## config.mk

```make
export PLATFORM = sky130hd
export DESIGN_NAME = adc_conversion_serial_readout
export DESIGN_NICKNAME = d
export VERILOG_FILES = /design/src/adc_conversion_serial_readout.v /design/src/pin_sync.v /design/src/result_shifter.v
export VERILOG_INCLUDE_DIRS = /design/src
export SDC_FILE = /design/constraint.sdc
export NUM_CORES = 1
export LEC_CHECK = 0
export BUFFER_PORTS_ARGS = -buffer_cell sky130_fd_sc_hd__buf_2
export CAP_MARGIN = 20
export CORE_MARGIN = 2
export CORE_UTILIZATION = 25
export DETAILED_ROUTE_END_ITERATION = 8
export GPL_ROUTABILITY_DRIVEN = 0
export PLACE_DENSITY = 0.45
export SETUP_SLACK_MARGIN = 0.4
export SYNTH_ARGS = -nofsm -noshare
export SYNTH_HDL_FRONTEND = slang
export SYNTH_SLANG_ARGS = --single-unit
```

## constraint.sdc

```tcl
create_clock -name clk -period 6.5 [get_ports clk]
set_input_delay 0.975 -clock clk [delete_from_list [all_inputs] [get_ports clk]]
set_output_delay 0.975 -clock clk [all_outputs]
set_load 0.005 [all_outputs]
```

## src/adc_readout_defs.vh

```
// timing constants and reset values for the conversion and serial readout
`ifndef ADC_READOUT_DEFS_VH
`define ADC_READOUT_DEFS_VH

`define CLK_PERIOD_NS       8
`define RESULT_WIDTH        16

// times as printed
`define CYCLE_TIME_NS       25000
`define CONVERSION_START_N_TIME_NS        18000
`define CONVERSION_START_N_TIME_MAX_NS    20000
`define BUSY_RISE_NS        90
`define FIRST_CLK_NS        2000
`define CLK_HALF_NS         410
`define DATA_HOLD_NS        208
`define TAIL_TO_BUSY_NS     4400
`define EXT_BUSY_MAX_NS     1000

// cycle counts: least times round up, longest and typical round down
`define CYCLE_CYC      ((`CYCLE_TIME_NS + `CLK_PERIOD_NS - 1) / `CLK_PERIOD_NS)
`define CONVERSION_START_N_CYC            (`CONVERSION_START_N_TIME_NS / `CLK_PERIOD_NS)
`define BUSY_RISE_CYC       (`BUSY_RISE_NS / `CLK_PERIOD_NS)
`define FIRST_CLK_CYC       (`FIRST_CLK_NS / `CLK_PERIOD_NS)
`define CLK_HALF_CYC        (`CLK_HALF_NS / `CLK_PERIOD_NS)
`define DATA_HOLD_CYC       (`DATA_HOLD_NS / `CLK_PERIOD_NS)
`define TAIL_CYC            (`TAIL_TO_BUSY_NS / `CLK_PERIOD_NS)

// synchroniser reset levels
`define CONVERSION_START_N_START_RST      1'b1
`define CHIP_SELECT_RST     1'b1
`define DATA_CLOCK_RST      1'b0
`define SOURCE_SELECT_RST   1'b0

`endif

```

## src/adc_conversion_serial_readout.v

```verilog
// conversion sequencing, busy timing and serial result readout
`timescale 1ns/1ns
`default_nettype none
`include "adc_readout_defs.vh"

// Operation
// - conversion starts on the falling edge of the start input
// - one conversion plus acquisition takes at least 25 us
// - busy low during conversion; rises 90 ns after completion
// - internal mode shifts previous result; first clock rise 2 us in
// - internal serial clock period 0.82 us, 410 ns per phase
// - internal data valid 204 ns before rise, 208 ns after fall
// - internal mode: busy rises 4.4 us after last clock fall
// - external mode: new bit after each external clock rise
// - external reads after, during, or split across conversions
// - reading during conversion: busy rises within 1 us of end
// - external clock passes only with chip select low
// - outputs enable and disable with chip select
// - external clock high at start fall blanks all data until busy rises
module adc_conversion_serial_readout #(
	parameter WIDTH = `RESULT_WIDTH
) (
	input  wire             clk,
	input  wire             rst_n,
	input  wire             conversionStart_n,
	input  wire             chipSelect_n,
	input  wire             clockSourceSelect,
	input  wire             serialDataClockIn,
	output reg              serialDataClockOut,
	output reg              serialDataClockEn_n,
	output reg              serialData,
	output reg              serialDataEn_n,
	output reg              busy_n,
	input  wire [WIDTH-1:0] resultWord
);

	localparam CW = 12;
	// whole-cycle counts, narrowed on purpose to the counter width
	localparam integer CYCLE_INT     = `CYCLE_CYC;
	localparam integer CONVERSION_START_N_INT      = `CONVERSION_START_N_CYC;
	localparam integer BUSY_RISE_INT = `BUSY_RISE_CYC;
	localparam integer FIRST_CLK_INT = `FIRST_CLK_CYC;
	localparam integer CLK_HALF_INT  = `CLK_HALF_CYC;
	localparam integer DATA_HOLD_INT = `DATA_HOLD_CYC;
	localparam integer TAIL_INT      = `TAIL_CYC;
	localparam integer LAST_INT      = WIDTH - 1;

	localparam [CW-1:0] CYCLE_CYC     = CYCLE_INT[CW-1:0];
	localparam [CW-1:0] CONVERSION_START_N_CYC      = CONVERSION_START_N_INT[CW-1:0];
	localparam [CW-1:0] BUSY_RISE_CYC = BUSY_RISE_INT[CW-1:0];
	localparam [CW-1:0] FIRST_CLK_CYC = FIRST_CLK_INT[CW-1:0];
	localparam [CW-1:0] CLK_HALF_CYC  = CLK_HALF_INT[CW-1:0];
	localparam [CW-1:0] DATA_HOLD_CYC = DATA_HOLD_INT[CW-1:0];
	localparam [CW-1:0] TAIL_CYC      = TAIL_INT[CW-1:0];
	localparam [CW-1:0] ZERO          = 12'h000;
	localparam [CW-1:0] ONE           = 12'h001;
	localparam [5:0]    LAST_BIT      = LAST_INT[5:0];

	localparam [2:0] S_IDLE    = 3'b001;
	localparam [2:0] S_CONVERT = 3'b010;
	localparam [2:0] S_FINISH  = 3'b100;

	// counter expiry, shared by the conversion, busy and cycle counters
	function expired;
		input [CW-1:0] count;
		begin
			expired = (count == ZERO);
		end
	endfunction

	// edge toward a target level on a synchronised pin;
	// prev comes from the flop behind the filtered level
	function edgeTo;
		input prevLevel;
		input curLevel;
		input target;
		begin
			edgeTo = (prevLevel != target) && (curLevel == target);
		end
	endfunction

	wire startLevel;
	wire csLevel;
	wire modeExternal;
	wire sclkLevel;

	pin_sync #(.RESET_VALUE(`CONVERSION_START_N_START_RST)) syncStart (
		.clk   (clk),
		.rst_n (rst_n),
		.pinIn (conversionStart_n),
		.level (startLevel)
	);
	pin_sync #(.RESET_VALUE(`CHIP_SELECT_RST)) syncCs (
		.clk   (clk),
		.rst_n (rst_n),
		.pinIn (chipSelect_n),
		.level (csLevel)
	);
	pin_sync #(.RESET_VALUE(`SOURCE_SELECT_RST)) syncMode (
		.clk   (clk),
		.rst_n (rst_n),
		.pinIn (clockSourceSelect),
		.level (modeExternal)
	);
	pin_sync #(.RESET_VALUE(`DATA_CLOCK_RST)) syncSclk (
		.clk   (clk),
		.rst_n (rst_n),
		.pinIn (serialDataClockIn),
		.level (sclkLevel)
	);

	reg          startPrev;
	reg          sclkPrev;
	reg [2:0]    state;
	reg [CW-1:0] convCnt;
	reg [CW-1:0] busyCnt;
	reg [CW-1:0] cycleCnt;
	reg          intRun;
	reg          intClk;
	reg [CW-1:0] intCnt;
	reg [5:0]    intBits;
	reg [CW-1:0] tailCnt;
	reg          extReadActive;
	reg          msbBlocked;
	reg          extBit;

	wire csLow     = !csLevel;
	wire startFall = edgeTo(startPrev, startLevel, 1'b0);
	wire sclkRise  = edgeTo(sclkPrev, sclkLevel, 1'b1);
	wire startOk   = startFall && (state == S_IDLE) && expired(cycleCnt);
	wire shDone;
	wire shBit;

	// external clock counts only while selected and chip select is low
	wire extAdvance = modeExternal && csLow && sclkRise && !msbBlocked;
	wire intShift   = intRun && !intClk && (intBits != 6'd0) &&
		(intCnt == CLK_HALF_CYC - ONE - DATA_HOLD_CYC);
	wire inConv     = (state != S_IDLE);
	wire extHold    = extReadActive && csLow && (!shDone || sclkLevel);
	wire intHold    = intRun || (tailCnt != ZERO);
	wire finishing  = (state == S_FINISH) && !extHold && !intHold;
	wire busyRise   = finishing && expired(busyCnt);
	wire dataBit    = modeExternal ? extBit : shBit;

	result_shifter #(.WIDTH(WIDTH)) shifter (
		.clk      (clk),
		.rst_n    (rst_n),
		.load     (busyRise),
		.loadWord (resultWord),
		.restart  (startOk && !(modeExternal && sclkLevel)),
		.advance  (extAdvance || intShift),
		.bitOut   (shBit),
		.done     (shDone)
	);

	always @(posedge clk or negedge rst_n) begin
		if (!rst_n) begin
			startPrev <= 1'b1;
			sclkPrev  <= 1'b0;
		end else begin
			startPrev <= startLevel;
			sclkPrev  <= sclkLevel;
		end
	end

	// conversion sequencing and busy
	always @(posedge clk or negedge rst_n) begin
		if (!rst_n) begin
			state    <= S_IDLE;
			convCnt  <= ZERO;
			busyCnt  <= ZERO;
			cycleCnt <= ZERO;
			busy_n   <= 1'b1;
		end else begin
			if (cycleCnt != ZERO) begin
				cycleCnt <= cycleCnt - ONE;
			end
			case (state)
			S_IDLE: begin
				// starts inside the throughput window are ignored
				if (startOk) begin
					state    <= S_CONVERT;
					convCnt  <= CONVERSION_START_N_CYC - ONE;
					cycleCnt <= CYCLE_CYC - ONE;
					busy_n   <= 1'b0;
				end
			end
			S_CONVERT: begin
				if (expired(convCnt)) begin
					state   <= S_FINISH;
					busyCnt <= BUSY_RISE_CYC - ONE;
				end else begin
					convCnt <= convCnt - ONE;
				end
			end
			S_FINISH: begin
				// held while a readout still runs
				if (finishing) begin
					if (expired(busyCnt)) begin
						state  <= S_IDLE;
						busy_n <= 1'b1;
					end else begin
						busyCnt <= busyCnt - ONE;
					end
				end
			end
			default: begin
				state  <= S_IDLE;
				busy_n <= 1'b1;
			end
			endcase
		end
	end

	// internally generated serial clock
	always @(posedge clk or negedge rst_n) begin
		if (!rst_n) begin
			intRun  <= 1'b0;
			intClk  <= 1'b0;
			intCnt  <= ZERO;
			intBits <= 6'd0;
			tailCnt <= ZERO;
		end else if (startOk && !modeExternal && csLow) begin
			intRun  <= 1'b1;
			intClk  <= 1'b0;
			intCnt  <= FIRST_CLK_CYC - ONE;
			intBits <= 6'd0;
			tailCnt <= ZERO;
		end else if (intRun && (!csLow || modeExternal)) begin
			// deselect abandons the burst; busy need not wait for it
			intRun <= 1'b0;
			intClk <= 1'b0;
		end else if (intRun) begin
			if (intCnt != ZERO) begin
				intCnt <= intCnt - ONE;
			end else if (!intClk) begin
				intClk <= 1'b1;
				intCnt <= CLK_HALF_CYC - ONE;
			end else begin
				intClk <= 1'b0;
				intCnt <= CLK_HALF_CYC - ONE;
				if (intBits == LAST_BIT) begin
					intRun  <= 1'b0;
					tailCnt <= TAIL_CYC;
				end else begin
					intBits <= intBits + 1'b1;
				end
			end
		end else if (tailCnt != ZERO) begin
			tailCnt <= tailCnt - ONE;
		end
	end

	// external-clock read state
	always @(posedge clk or negedge rst_n) begin
		if (!rst_n) begin
			extReadActive <= 1'b0;
			msbBlocked    <= 1'b0;
			extBit        <= 1'b0;
		end else begin
			// hold the bit taken at each rise, so a host sampling
			// on the falling edge sees the msb first
			if (extAdvance) begin
				extBit <= shBit;
			end
			if (startOk && modeExternal && sclkLevel) begin
				msbBlocked <= 1'b1;
			end else if (busyRise) begin
				msbBlocked <= 1'b0;
			end
			if (busyRise) begin
				extReadActive <= 1'b0;
			end else if (extAdvance && inConv) begin
				extReadActive <= 1'b1;
			end
		end
	end

	// pin drivers; data enable, and in internal mode clock enable, follow chip select one cycle after sync
	always @(posedge clk or negedge rst_n) begin
		if (!rst_n) begin
			serialData          <= 1'b0;
			serialDataEn_n      <= 1'b1;
			serialDataClockOut  <= 1'b0;
			serialDataClockEn_n <= 1'b1;
		end else begin
			// in external mode the bit index moves on the sync'd rise
			serialData          <= dataBit && !msbBlocked;
			serialDataEn_n      <= !csLow;
			serialDataClockOut  <= intClk;
			serialDataClockEn_n <= !(csLow && !modeExternal);
		end
	end

endmodule // adc_conversion_serial_readout

`default_nettype wire

```

## src/pin_sync.v

```verilog
// three-flop pin synchroniser with second/third stage agreement filter
`timescale 1ns/1ns
`default_nettype none

module pin_sync #(
	parameter RESET_VALUE = 1'b0
) (
	input  wire clk,
	input  wire rst_n,
	input  wire pinIn,
	output reg  level
);

	reg stage1;
	reg stage2;
	reg stage3;

	// stage1 feeds only stage2 to keep metastability contained
	always @(posedge clk or negedge rst_n) begin
		if (!rst_n) begin
			stage1 <= RESET_VALUE;
			stage2 <= RESET_VALUE;
			stage3 <= RESET_VALUE;
			level  <= RESET_VALUE;
		end else begin
			stage1 <= pinIn;
			stage2 <= stage1;
			stage3 <= stage2;
			if (stage2 == stage3) begin
				level <= stage3;
			end
		end
	end

endmodule // pin_sync

`default_nettype wire

```

## src/result_shifter.v

```verilog
// msb-first shift register for the conversion result
`timescale 1ns/1ns
`default_nettype none

module result_shifter #(
	parameter WIDTH = 16
) (
	input  wire             clk,
	input  wire             rst_n,
	input  wire             load,
	input  wire [WIDTH-1:0] loadWord,
	input  wire             restart,
	input  wire             advance,
	output wire             bitOut,
	output wire             done
);

	localparam IW = 6;

	reg [WIDTH-1:0] word;
	reg [IW-1:0]    bitIdx;

	assign done   = (bitIdx == WIDTH[IW-1:0]);
	assign bitOut = done ? 1'b0 : word[WIDTH-1-bitIdx];

	always @(posedge clk or negedge rst_n) begin
		if (!rst_n) begin
			word   <= {WIDTH{1'b0}};
			bitIdx <= {IW{1'b0}};
		end else if (load) begin
			word   <= loadWord;
			bitIdx <= {IW{1'b0}};
		end else if (restart && done) begin
			// a partly read word keeps its place for a split read
			bitIdx <= {IW{1'b0}};
		end else if (advance && !done) begin
			bitIdx <= bitIdx + 1'b1;
		end
	end

endmodule // result_shifter

`default_nettype wire

```

==> results.md, run 1 <==
* Post-cts gate resize count at 0
* Core box area at roughly 24,000 µm²
* CTS H-tree lvls at 4
* Outcome: complete, no violations
* Clock transition at path regs at ~0.06 ns
* Clock Skew at 0.00941 ns
* Fin worst setup slack at between 3 and 4 ns
* Die Span Y at 161 µm
* Critical path's slowest cell: o21ai_0
* Peak Freq at between 0.2 and 0.3 GHz
* Fin area at between 7000 and 8000 µm²
* Residual DRC at 0
* Final hold slack at ~0.35 ns
* Max Slew Vio Count at 0
* Startpoint Class: flop
* Clock buffer count from CTS at 17
* Vias after detailed routing at approximately 4,800
* DP Cell Count at 918
* Number of flops mapped to enable cells by yosys at 0
* Largest cells by area after synthesis: dfrtp_1, dfstp_2, mux2_2
* Number of global-route vias before repair at about 4,800
* Final hold vios at 0
* Synth Flop Type: dfrtp_1
* Asr flop ratio synth at between 90% and 100%
* Slowest stage delay, CP at 0.81 ns
* Register area share after synthesis at between 40% and 50%
* P per Cell Area at ~330 nW/µm²
* Final core occ at between 20% and 30%
* Die X at about 160 µm
* CTS hold repair buffers at 0
* Netlist Area Pre-Place at approximately 6100 µm²
* WP buf/inv at 0
* Synth top area share at a little over two fifths
* Clock root cell: clkbuf_16
* Remaining Overflow, GRT at 0
* Unrepaired setup endpoints after global routing: no
* First-pass GRT wire length at ~24,000 µm
* Worst-Skew Late Latency at 0.42 ns
* Total power at between 2 and 2.5 mW
* Row count at 57
* Port Buffers at 26
* Crit Path Category: reg -> reg
* Area after DPL at between 6000 and 7000 µm²
* MaxCap Viol Count at 0
* Worst Path Arrival at ~3.7 ns
* Synthesized netlist cell count at a little under 600
* Clock sinks at between 100 and 150
* Most instantiated library cell after synthesis: dfrtp_1
* Layout Nets at between 600 and 700
* Post-layout min period at approximately 3.4 ns
* Largest net degree at the start of global routing at 67
* Antenna cells at 0
* Avg Cell Area, Syn at ~10 µm²
* CTS tree: yes
* Total Wirelength at 14,100 µm
* Distinct cells, synth at 70
* Wirelength per Cell at between 10 and 15 µm
* Commonest cells post-synth: dfrtp_1, nor2_1, a21oi_1
* Worst path top cell family by delay: simple AND/OR/NAND/NOR gates
* Full die area at 25,800 µm²
* Starting Density at roughly a quarter
* Total iterations of the first detailed-routing run at 5
* GRT Util Overall at 11.5%
* Setup TNS at 0 ns
* Critical path cell sequence: or3b_2, nor3b_2, nand3_1, o21ai_0, a21oi_1
* Final HPWL DP at ~9300 µm
* Hold WC Path Type: reg -> reg
* Worst slew pin tran at around 0.92 ns
* Vias per cell at around 5
* I/O pins at 27
* Slew margin rel. at a little under two fifths
* Setup WS pre-CTS at between 3 and 4 ns
* Post-CTS setup buffers at 0
* P_leak at between 2 and 3 nW
* Tcrit/Tclk final at between 50% and 60%
* Area growth syn-to-layout at 16.9%
* 1st-iter DRT viols at 250
* CP endpoint kind: flop
* Seq cells post-synth at about 120
* Post-synth top area cell: dfrtp_1
* Initial antenna violation count at 0
* Worst IR Drop VDD at around 0.00013 V
* Synthesized Nets at approximately 620
* Share of cells above drive strength 1 at 20.2%
* Post-Layout Cell Count at around 950
* Syn. warnings at 0
* Clock Path Buffers at 2
* CP Max Fanout at 22
* Critical path required time at 6.77 ns
* Post-route antenna net violation count at 0
* # setup viols final at 0
metal layers:
layer	share of wire [%]	GRT usage, %	wire, µm	up-vias
met4	1.4	4.26	203	0
li1	-	-	-	2284
met1	47	14.6	6590	2365
met3	4.0	3.02	559	15
met5	0	0	0	-
met2	48	19.0	6770	94
final cells by class:
class	instances	area (µm²)
fillers	2488	17000
clock inverters	15	145
well taps	324	405
flip-flops and latches	119	2990
clock buffers	17	425
inverters	25	93.8
multi-input cells	422	2940
repair buffers	30	163
kinds of logic after synthesis:
logic type	count (synthesis)	share of synthesized area (%)
fa+ha+maj	14	2.69
simple gates	238	23.2
flops	119	48.8
xor+xnor	13	1.86
mux	37	7.35
compound gates	120	12.9
buf+inv	48	3.16
power by group:
part,total [mW],internal (mW),switching (mW)
clock network,0.912,0.535,0.377
registers,1.02,0.870,0.146
logic,0.456,0.224,0.232
path summary, 6_finish.rpt:
path,depth (start not counted),slack [ns],start,end
min,0,0.35,syncSclk.stage1$_DFF_PN0_,syncSclk.stage2$_DFF_PN0_
min in group asynchronous,1,0.70,rst_n,tailCnt[11]$_DFFE_PN0P_
min reg2reg,0,0.35,syncSclk.stage1$_DFF_PN0_,syncSclk.stage2$_DFF_PN0_
max reg2reg,5,3.05,state[2]$_DFFE_PN0P_,shifter.bitIdx[5]$_DFFE_PN0P_
max in group asynchronous,2,4.59,rst_n,convCnt[7]$_DFFE_PN0P_
max,5,3.05,state[2]$_DFFE_PN0P_,shifter.bitIdx[5]$_DFFE_PN0P_
registers in the layout, indices dropped and copies added, names as in the netlist, 3 cells and up:
register        flops
state               3
convCnt            12
shifter.bitIdx      6
shifter.word       16
busyCnt            12
intBits             6
cycleCnt           12
tailCnt            12
intCnt             12
cell usage in the layout, fill, tap and decap left out, types with 23 or more instances in the layout:
master / count
a21oi_1: 40
dfrtp_1: 106
inv_1: 25
or4_1: 23
nand2_1: 33
nand3_1: 26
buf_2: 25
nor2_1: 49
mux2_2: 24
Note: power is estimated with default switching activity, not from simulation.
==> inputs of run 2 (changes only) <==
Clock period 6.5 ns to 3.48 ns, I/O delays scaled along.
==> run 2 against run 1 <==
Net effect:
- clock power rose by 95%
- sequential cell count stayed put
- fmax up 23%
- clock skew grew 0.0014 ns
- sequential share of layout area fell by 0.87 points
- die area did not move
- via count rose by 0.78%
- non-clock buffer count grew 15
- wire length up 0.23%
- total power grew 90%
- final area grew 2.1%
==> results.md, run 2 (synthesized netlist as in run 1, its figures left out) <==
* Outcome: complete, no violations
* Grt met3 use at 2.97%
* Residual DRC at 0
* CTS tree: yes
* Worst IR Drop VDD at 0.000292 V
* Clock sinks at 119
* Critical path required time at 3.78 ns
* DP Cell Count at 934
* Core box area at about 24,000 µm²
* Setup TNS at 0 ns
* Clock share of power at between 30% and 40%
* Die X at 161 µm
* Switch share at between 30% and 40%
* Max reg flops at 16
* Startpoint Class: flop
* Total Wirelength at about 14,000 µm
* Sw power at ~1.4 mW
* Tcrit/Tclk final at 80.5%
* Antenna cells at 0
* Share of cells above drive strength 1 at 22.1%
* Unrepaired setup endpoints after global routing: no
* Final HPWL DP at approximately 9600 µm
* Area taken by flip-flops and latches at around 3000 µm²
* Final hold vios at 0
* Slew margin rel. at 34.6%
* Post-Layout Cell Count at 967
* Port Buffers at 26
* Clock transition at path regs at roughly 0.060 ns
* P_leak at approximately 3.1 nW
* # setup viols final at 0
* Commonest non-fill, non-tap cell in the layout: dfrtp_1
* Vias after detailed routing at around 4,800
* Worst R2R Setup Slack at slightly below 0.7 ns
* Wirelength per Cell at 14.6 µm
* Fin worst setup slack at a little under 0.7 ns
* Clock buffer count from CTS at 17
* Worst Path Arrival at a little over 3 ns
* Layout Nets at 662
* Met1 usage at between 15 and 20%
* GR peak layer: met2
* Remaining Overflow, GRT at 0
* Post-cts gate resize count at 0
* Number of global-route vias before repair at ~4,700
* CP Max Fanout at 22
* Peak Freq at about 0.36 GHz
* Vias per cell at between 4 and 5
* Worst slew pin tran at 0.968 ns
* GRT Util Overall at between 10 and 15%
* I/O pins at 27
* Commonest non-fill, non-tap cells in the layout: dfrtp_1, nor2_1, a21oi_1
* Met2 global-route usage at a little under a fifth
* Post-route antenna net violation count at 0
* Max Slew Vio Count at 0
* Crit Path Category: reg -> reg
* Post-layout min period at 2.80 ns
* Most flops, register: shifter.word
* Post-CTS setup buffers at 0
* Fillers at around 2,500
* Area occupied by multi-input gates at between 2000 and 3000 µm²
* FF-to-FF End: busyCnt[7]$_DFFE_PN0P_
* Clock root cell: clkbuf_16
* P per Cell Area at 619 nW/µm²
* CP endpoint kind: flop
* 1st-iter DRT viols at around 250
* Worst R2R Start: state[2]$_DFFE_PN0P_
* Row count at 57
* Pint at 3.15 mW
* Starting Density at roughly a quarter
* MaxCap Viol Count at 0
* Die Span Y at 161 µm
* Worst-Skew Late Latency at 0.42 ns
* Total iterations of the first detailed-routing run at 5
* CTS H-tree lvls at 4
* CTS hold repair buffers at 0
* Clock Skew at about 0.011 ns
* Full die area at between 20,000 and 30,000 µm²
* First-pass GRT wire length at around 24,000 µm
* Reg2Reg Depth at 6
* Setup WS pre-CTS at around 0.66 ns
* Area growth syn-to-layout at 19.4%
* Flop pwr share at between 40% and 50%
* Hold WC Path Type: in -> async
* Combinational Power Share at 19.0%
* Largest net degree at the start of global routing at slightly above 80
* Clock Path Buffers at 2
* Initial antenna violation count at 0
[run 2: changes by cell type in the layout (fill, tap and decap cells not counted), moves of 2 or more]
| cell | before | now |
|---|---|---|
| buf_4 | 5 | 19 |
| clkbuf_8 | 0 | 2 |
| clkinv_4 | 4 | 6 |
| inv_6 | 4 | 2 |
| inv_8 | 2 | 0 |
[run 2: worst max path at each step]
| stage | to | from | depth (start not counted) |
|---|---|---|---|
| after floorplan | busyCnt[7]$_DFFE_PN0P_ | convCnt[0]$_DFFE_PN0P_ | 8 |
| after global placement | busyCnt[7]$_DFFE_PN0P_ | convCnt[0]$_DFFE_PN0P_ | 8 |
| after detailed placement | busyCnt[7]$_DFFE_PN0P_ | state[2]$_DFFE_PN0P_ | 6 |
| after CTS | busyCnt[7]$_DFFE_PN0P_ | state[2]$_DFFE_PN0P_ | 6 |
| after global routing | busyCnt[7]$_DFFE_PN0P_ | state[2]$_DFFE_PN0P_ | 6 |
| final | busyCnt[7]$_DFFE_PN0P_ | state[2]$_DFFE_PN0P_ | 6 |
[run 2: per-stage QoR]
| stage | power [mW] | utilization, % | cell area [µm²] | hold slack (ns) |
|---|---|---|---|---|
| detailed placement | 2.77 | 27.8 | 6720 | 0.336 |
| global placement | 2.74 | 27.8 | 6720 | 0.336 |
| finish | 4.53 | 30.3 | 7320 | 0.0755 |
| floorplan | 2.53 | - | 6130 | 0.226 |
| global route | 4.79 | 30.3 | 7320 | 0.108 |
| CTS | 4.59 | 30.3 | 7320 | 0.0890 |
[run 2: cell type report]
| cell class | count | area share (%) |
|---|---|---|
| clock buffers | 19 | 6.18 |
| inverters | 25 | 1.28 |
| multi-input cells | 422 | 40.2 |
| well taps | 324 | 5.54 |
| clock inverters | 13 | 1.98 |
| repair buffers | 45 | 3.93 |
| flip-flops and latches | 119 | 40.9 |
[run 2: worst max-delay path: stages (launching register included)]
cell and delay [ns]:
dfrtp_1 0.60, or4b_2 0.73, nor4_2 0.22, a21oi_1 0.24, buf_4 0.28, nor4_1 0.25
mux2_2 0.36
[run 2: power groups by stage]
stage | registers [mW] | logic [mW] | clock network [mW]
floorplan | 1.83 | 0.702 | 0
global placement | 1.90 | 0.845 | 0
detailed placement | 1.91 | 0.868 | 0
CTS | 1.89 | 0.869 | 1.83
global route | 1.94 | 0.969 | 1.89
finish | 1.89 | 0.862 | 1.78
[run 2: routing by layer]
| layer | vias up | routed length (µm) |
|---|---|---|
| li1 | 2301 | - |
| met1 | 2399 | 6850 |
| met2 | 76 | 6640 |
| met3 | 19 | 453 |
| met4 | 0 | 212 |
| met5 | - | 0 |
==> inputs of run 3 (changes only) <==
Settings changed: ABC_AREA set to 1, PLACE_DENSITY 0.45 to 0.46.
Clock period 3.48 ns to 2.3 ns, I/O delays scaled along.
==> run 3 against run 2 <==
Net effect:
- first-iteration DRC count rose by 2.0%
- die area rose by 6.2%
- synthesized area rose by 6.4%
- via count rose by 11%
- sequential power rose by 59%
- final cell count rose by 28%
==> results.md, run 3 <==
* Outcome: complete, no violations
* Wirelength per Cell at about 12 µm
* Total iterations of the first detailed-routing run at 4
* Clock Skew at between 0.006 and 0.007 ns
* Final HPWL DP at 10,300 µm
* Largest net degree at the start of global routing at 60
* Distinct cells, synth at between 40 and 50
* Core box area at around 26,000 µm²
* Clock root cell: clkbuf_16
* Peak Freq at ~0.55 GHz
* Clock buffer count from CTS at 17
* Worst Path Arrival at approximately 2.1 ns
* Fillers at ~2,800
* Antenna cells at 0
* Number of flops mapped to enable cells by yosys at 0
* Number of global-route vias before repair at approximately 5,000
* P per Cell Area at around 1100 nW/µm²
* Port Buffers at 26
* Final hold vios at 0
* Max Slew Vio Count at 0
* Netlist Area Pre-Place at between 6000 and 7000 µm²
* Starting Density at between 20% and 30%
* Post-route antenna net violation count at 0
* Crit Path Category: reg -> reg
* Area growth syn-to-layout at 24.0%
* Critical path required time at roughly 2.6 ns
* Most flops, register: shifter.word
* Die X at approximately 170 µm
* Residual DRC at 0
* Avg Cell Area, Syn at between 7 and 8 µm²
* # setup viols final at 0
* Register area share after synthesis at between 40 and 50%
* Post-Layout Cell Count at 1,240
* Asr flop ratio synth at 100%
* Commonest non-fill, non-tap cell in the layout: nand2_1
* Vias per cell at between 4 and 5
* 1st-iter DRT viols at approximately 250
* Hold WC Path Type: in -> reg
* Remaining Overflow, GRT at 0
* Post-layout min period at around 1.8 ns
* Tcrit/Tclk final at approximately four fifths
* Most instantiated library cell after synthesis: nand2_1
* CTS tree: yes
* P_leak at 3.83 nW
* Area occupied by multi-input gates at 3130 µm²
* Clock Path Buffers at 2
* First-pass GRT wire length at between 20,000 and 25,000 µm
* Vias after detailed routing at between 5,000 and 6,000
* Synthesized netlist cell count at 820
* Area after DPL at approximately 7000 µm²
* Final hold slack at about 0.027 ns
* Syn. warnings at 0
* Worst IR Drop VDD at ~0.00046 V
* Commonest non-fill, non-tap cells in the layout: nand2_1, dfrtp_1, nor2_1
* Max reg flops at 16
* Setup TNS at 0 ns
* DP Cell Count at ~1,200
* Synth top area share at about two fifths
* Share of cells above drive strength 1 at a little under a quarter
* Row count at slightly below 60
* Layout Nets at 924
* GRT Util Overall at 11.5%
* Total power at around 8.5 mW
* Die Span Y at 166 µm
* CP Max Fanout at 24
* CP endpoint kind: flop
* Startpoint Class: flop
* Synthesized Nets at 852
* Seq cells post-synth at between 100 and 150
* Worst-Skew Late Latency at between 0.4 and 0.5 ns
* Full die area at ~27,000 µm²
* Largest cells by area after synthesis: dfrtp_1, nand2_1, inv_1
* Unrepaired setup endpoints after global routing: yes
* MaxCap Viol Count at 0
* Post-synth top area cell: dfrtp_1
* Clock transition at path regs at around 0.060 ns
* I/O pins at 27
* Initial antenna violation count at 0
* Slew margin rel. at between 70 and 80%
* Clock sinks at approximately 120
* Synth Flop Type: dfrtp_1
* Total Wirelength at 14,700 µm
* Fin area at about 8100 µm²
* Area taken by flip-flops and latches at 3000 µm²
* Commonest cells post-synth: nand2_1, dfrtp_1, inv_1
* Worst slew pin tran at between 0.4 and 0.5 ns
* CTS H-tree lvls at 4
## run 3: critical path, cell delays in order (launching register included)
cell and delay, ns:
dfrtp_1 0.41, inv_2 0.09, ha_4 0.18, nand3_2 0.12
inv_1 0.09, nand3_2 0.09, o21ai_4 0.19, buf_4 0.15
nand3_4 0.07, buf_12 0.18, nand2_1 0.08, o21ai_2 0.05
## run 3: metal layers
layer / part of all wire, % / track usage [%] / up-vias
li1: - / - / 2787
met1: 51 / 15.6 / 2450
met2: 45 / 17.8 / 52
met3: 2.6 / 2.65 / 14
met4: 1.4 / 4.58 / 0
met5: 0 / 0 / -
## run 3: cell type report
cell class	instances	share of cell area, %
tap	335	5.18
clock buffer	20	5.77
inverter	110	5.15
sequential	119	37.0
clock inverter	12	1.86
timing repair buffer	66	6.31
multi-input combinational	578	38.7
## run 3: what timing repair did
| action | 4_1_cts | 5_1_grt |
|---|---|---|
| gates resized for setup | 8 | 32 |
| endpoints found under the setup margin | 59 | 81 |
| hold buffers | 1 | 0 |
| pin swaps | 7 | 18 |
| endpoints found under the hold margin | 12 | 0 |
| buffers inserted | 6 | 20 |
## run 3: per-stage QoR
stage               util (%)  worst slack [ns]
finish                  31.3             0.497
global route            31.3             0.376
CTS                     30.2             0.368
detailed placement      27.6             0.204
global placement        27.6             0.240
floorplan                  -             0.562
## run 3: logic make-up (layout without fill, tap and decap cells)
family / count (synthesis) / after routing / synth area share [%]
compound gates: 115 / 115 / 10.5
xor+xnor: 19 / 19 / 2.55
fa+ha+maj: 14 / 14 / 2.53
buf+inv: 123 / 208 / 8.11
flops: 119 / 119 / 45.9
simple gates: 430 / 430 / 30.5
## run 3: path summary, 6_finish.rpt
path / startpoint / slack (ns) / cells after the start / end
worst max-delay path: convCnt[0]$_DFFE_PN0P_ / 0.50 / 11 / busyCnt[1]$_DFFE_PN0P_
worst min-delay path: chipSelect_n / 0.03 / 1 / syncCs.stage1$_DFF_PN1_
worst max register to register: convCnt[0]$_DFFE_PN0P_ / 0.50 / 11 / busyCnt[1]$_DFFE_PN0P_
worst min register to register: syncMode.stage1$_DFF_PN0_ / 0.35 / 0 / syncMode.stage2$_DFF_PN0_
max in group asynchronous: rst_n / 1.29 / 3 / state[0]$_DFFE_PN1P_
min in group asynchronous: rst_n / 0.36 / 2 / cycleCnt[6]$_DFF_PN0_
## run 3: power breakdown
part | switching (mW) | total [mW] | internal, mW
clock | 0.984 | 2.77 | 1.78
sequential | 0.435 | 3.01 | 2.58
combinational | 1.66 | 2.73 | 1.08
total | 3.08 | 8.52 | 5.44
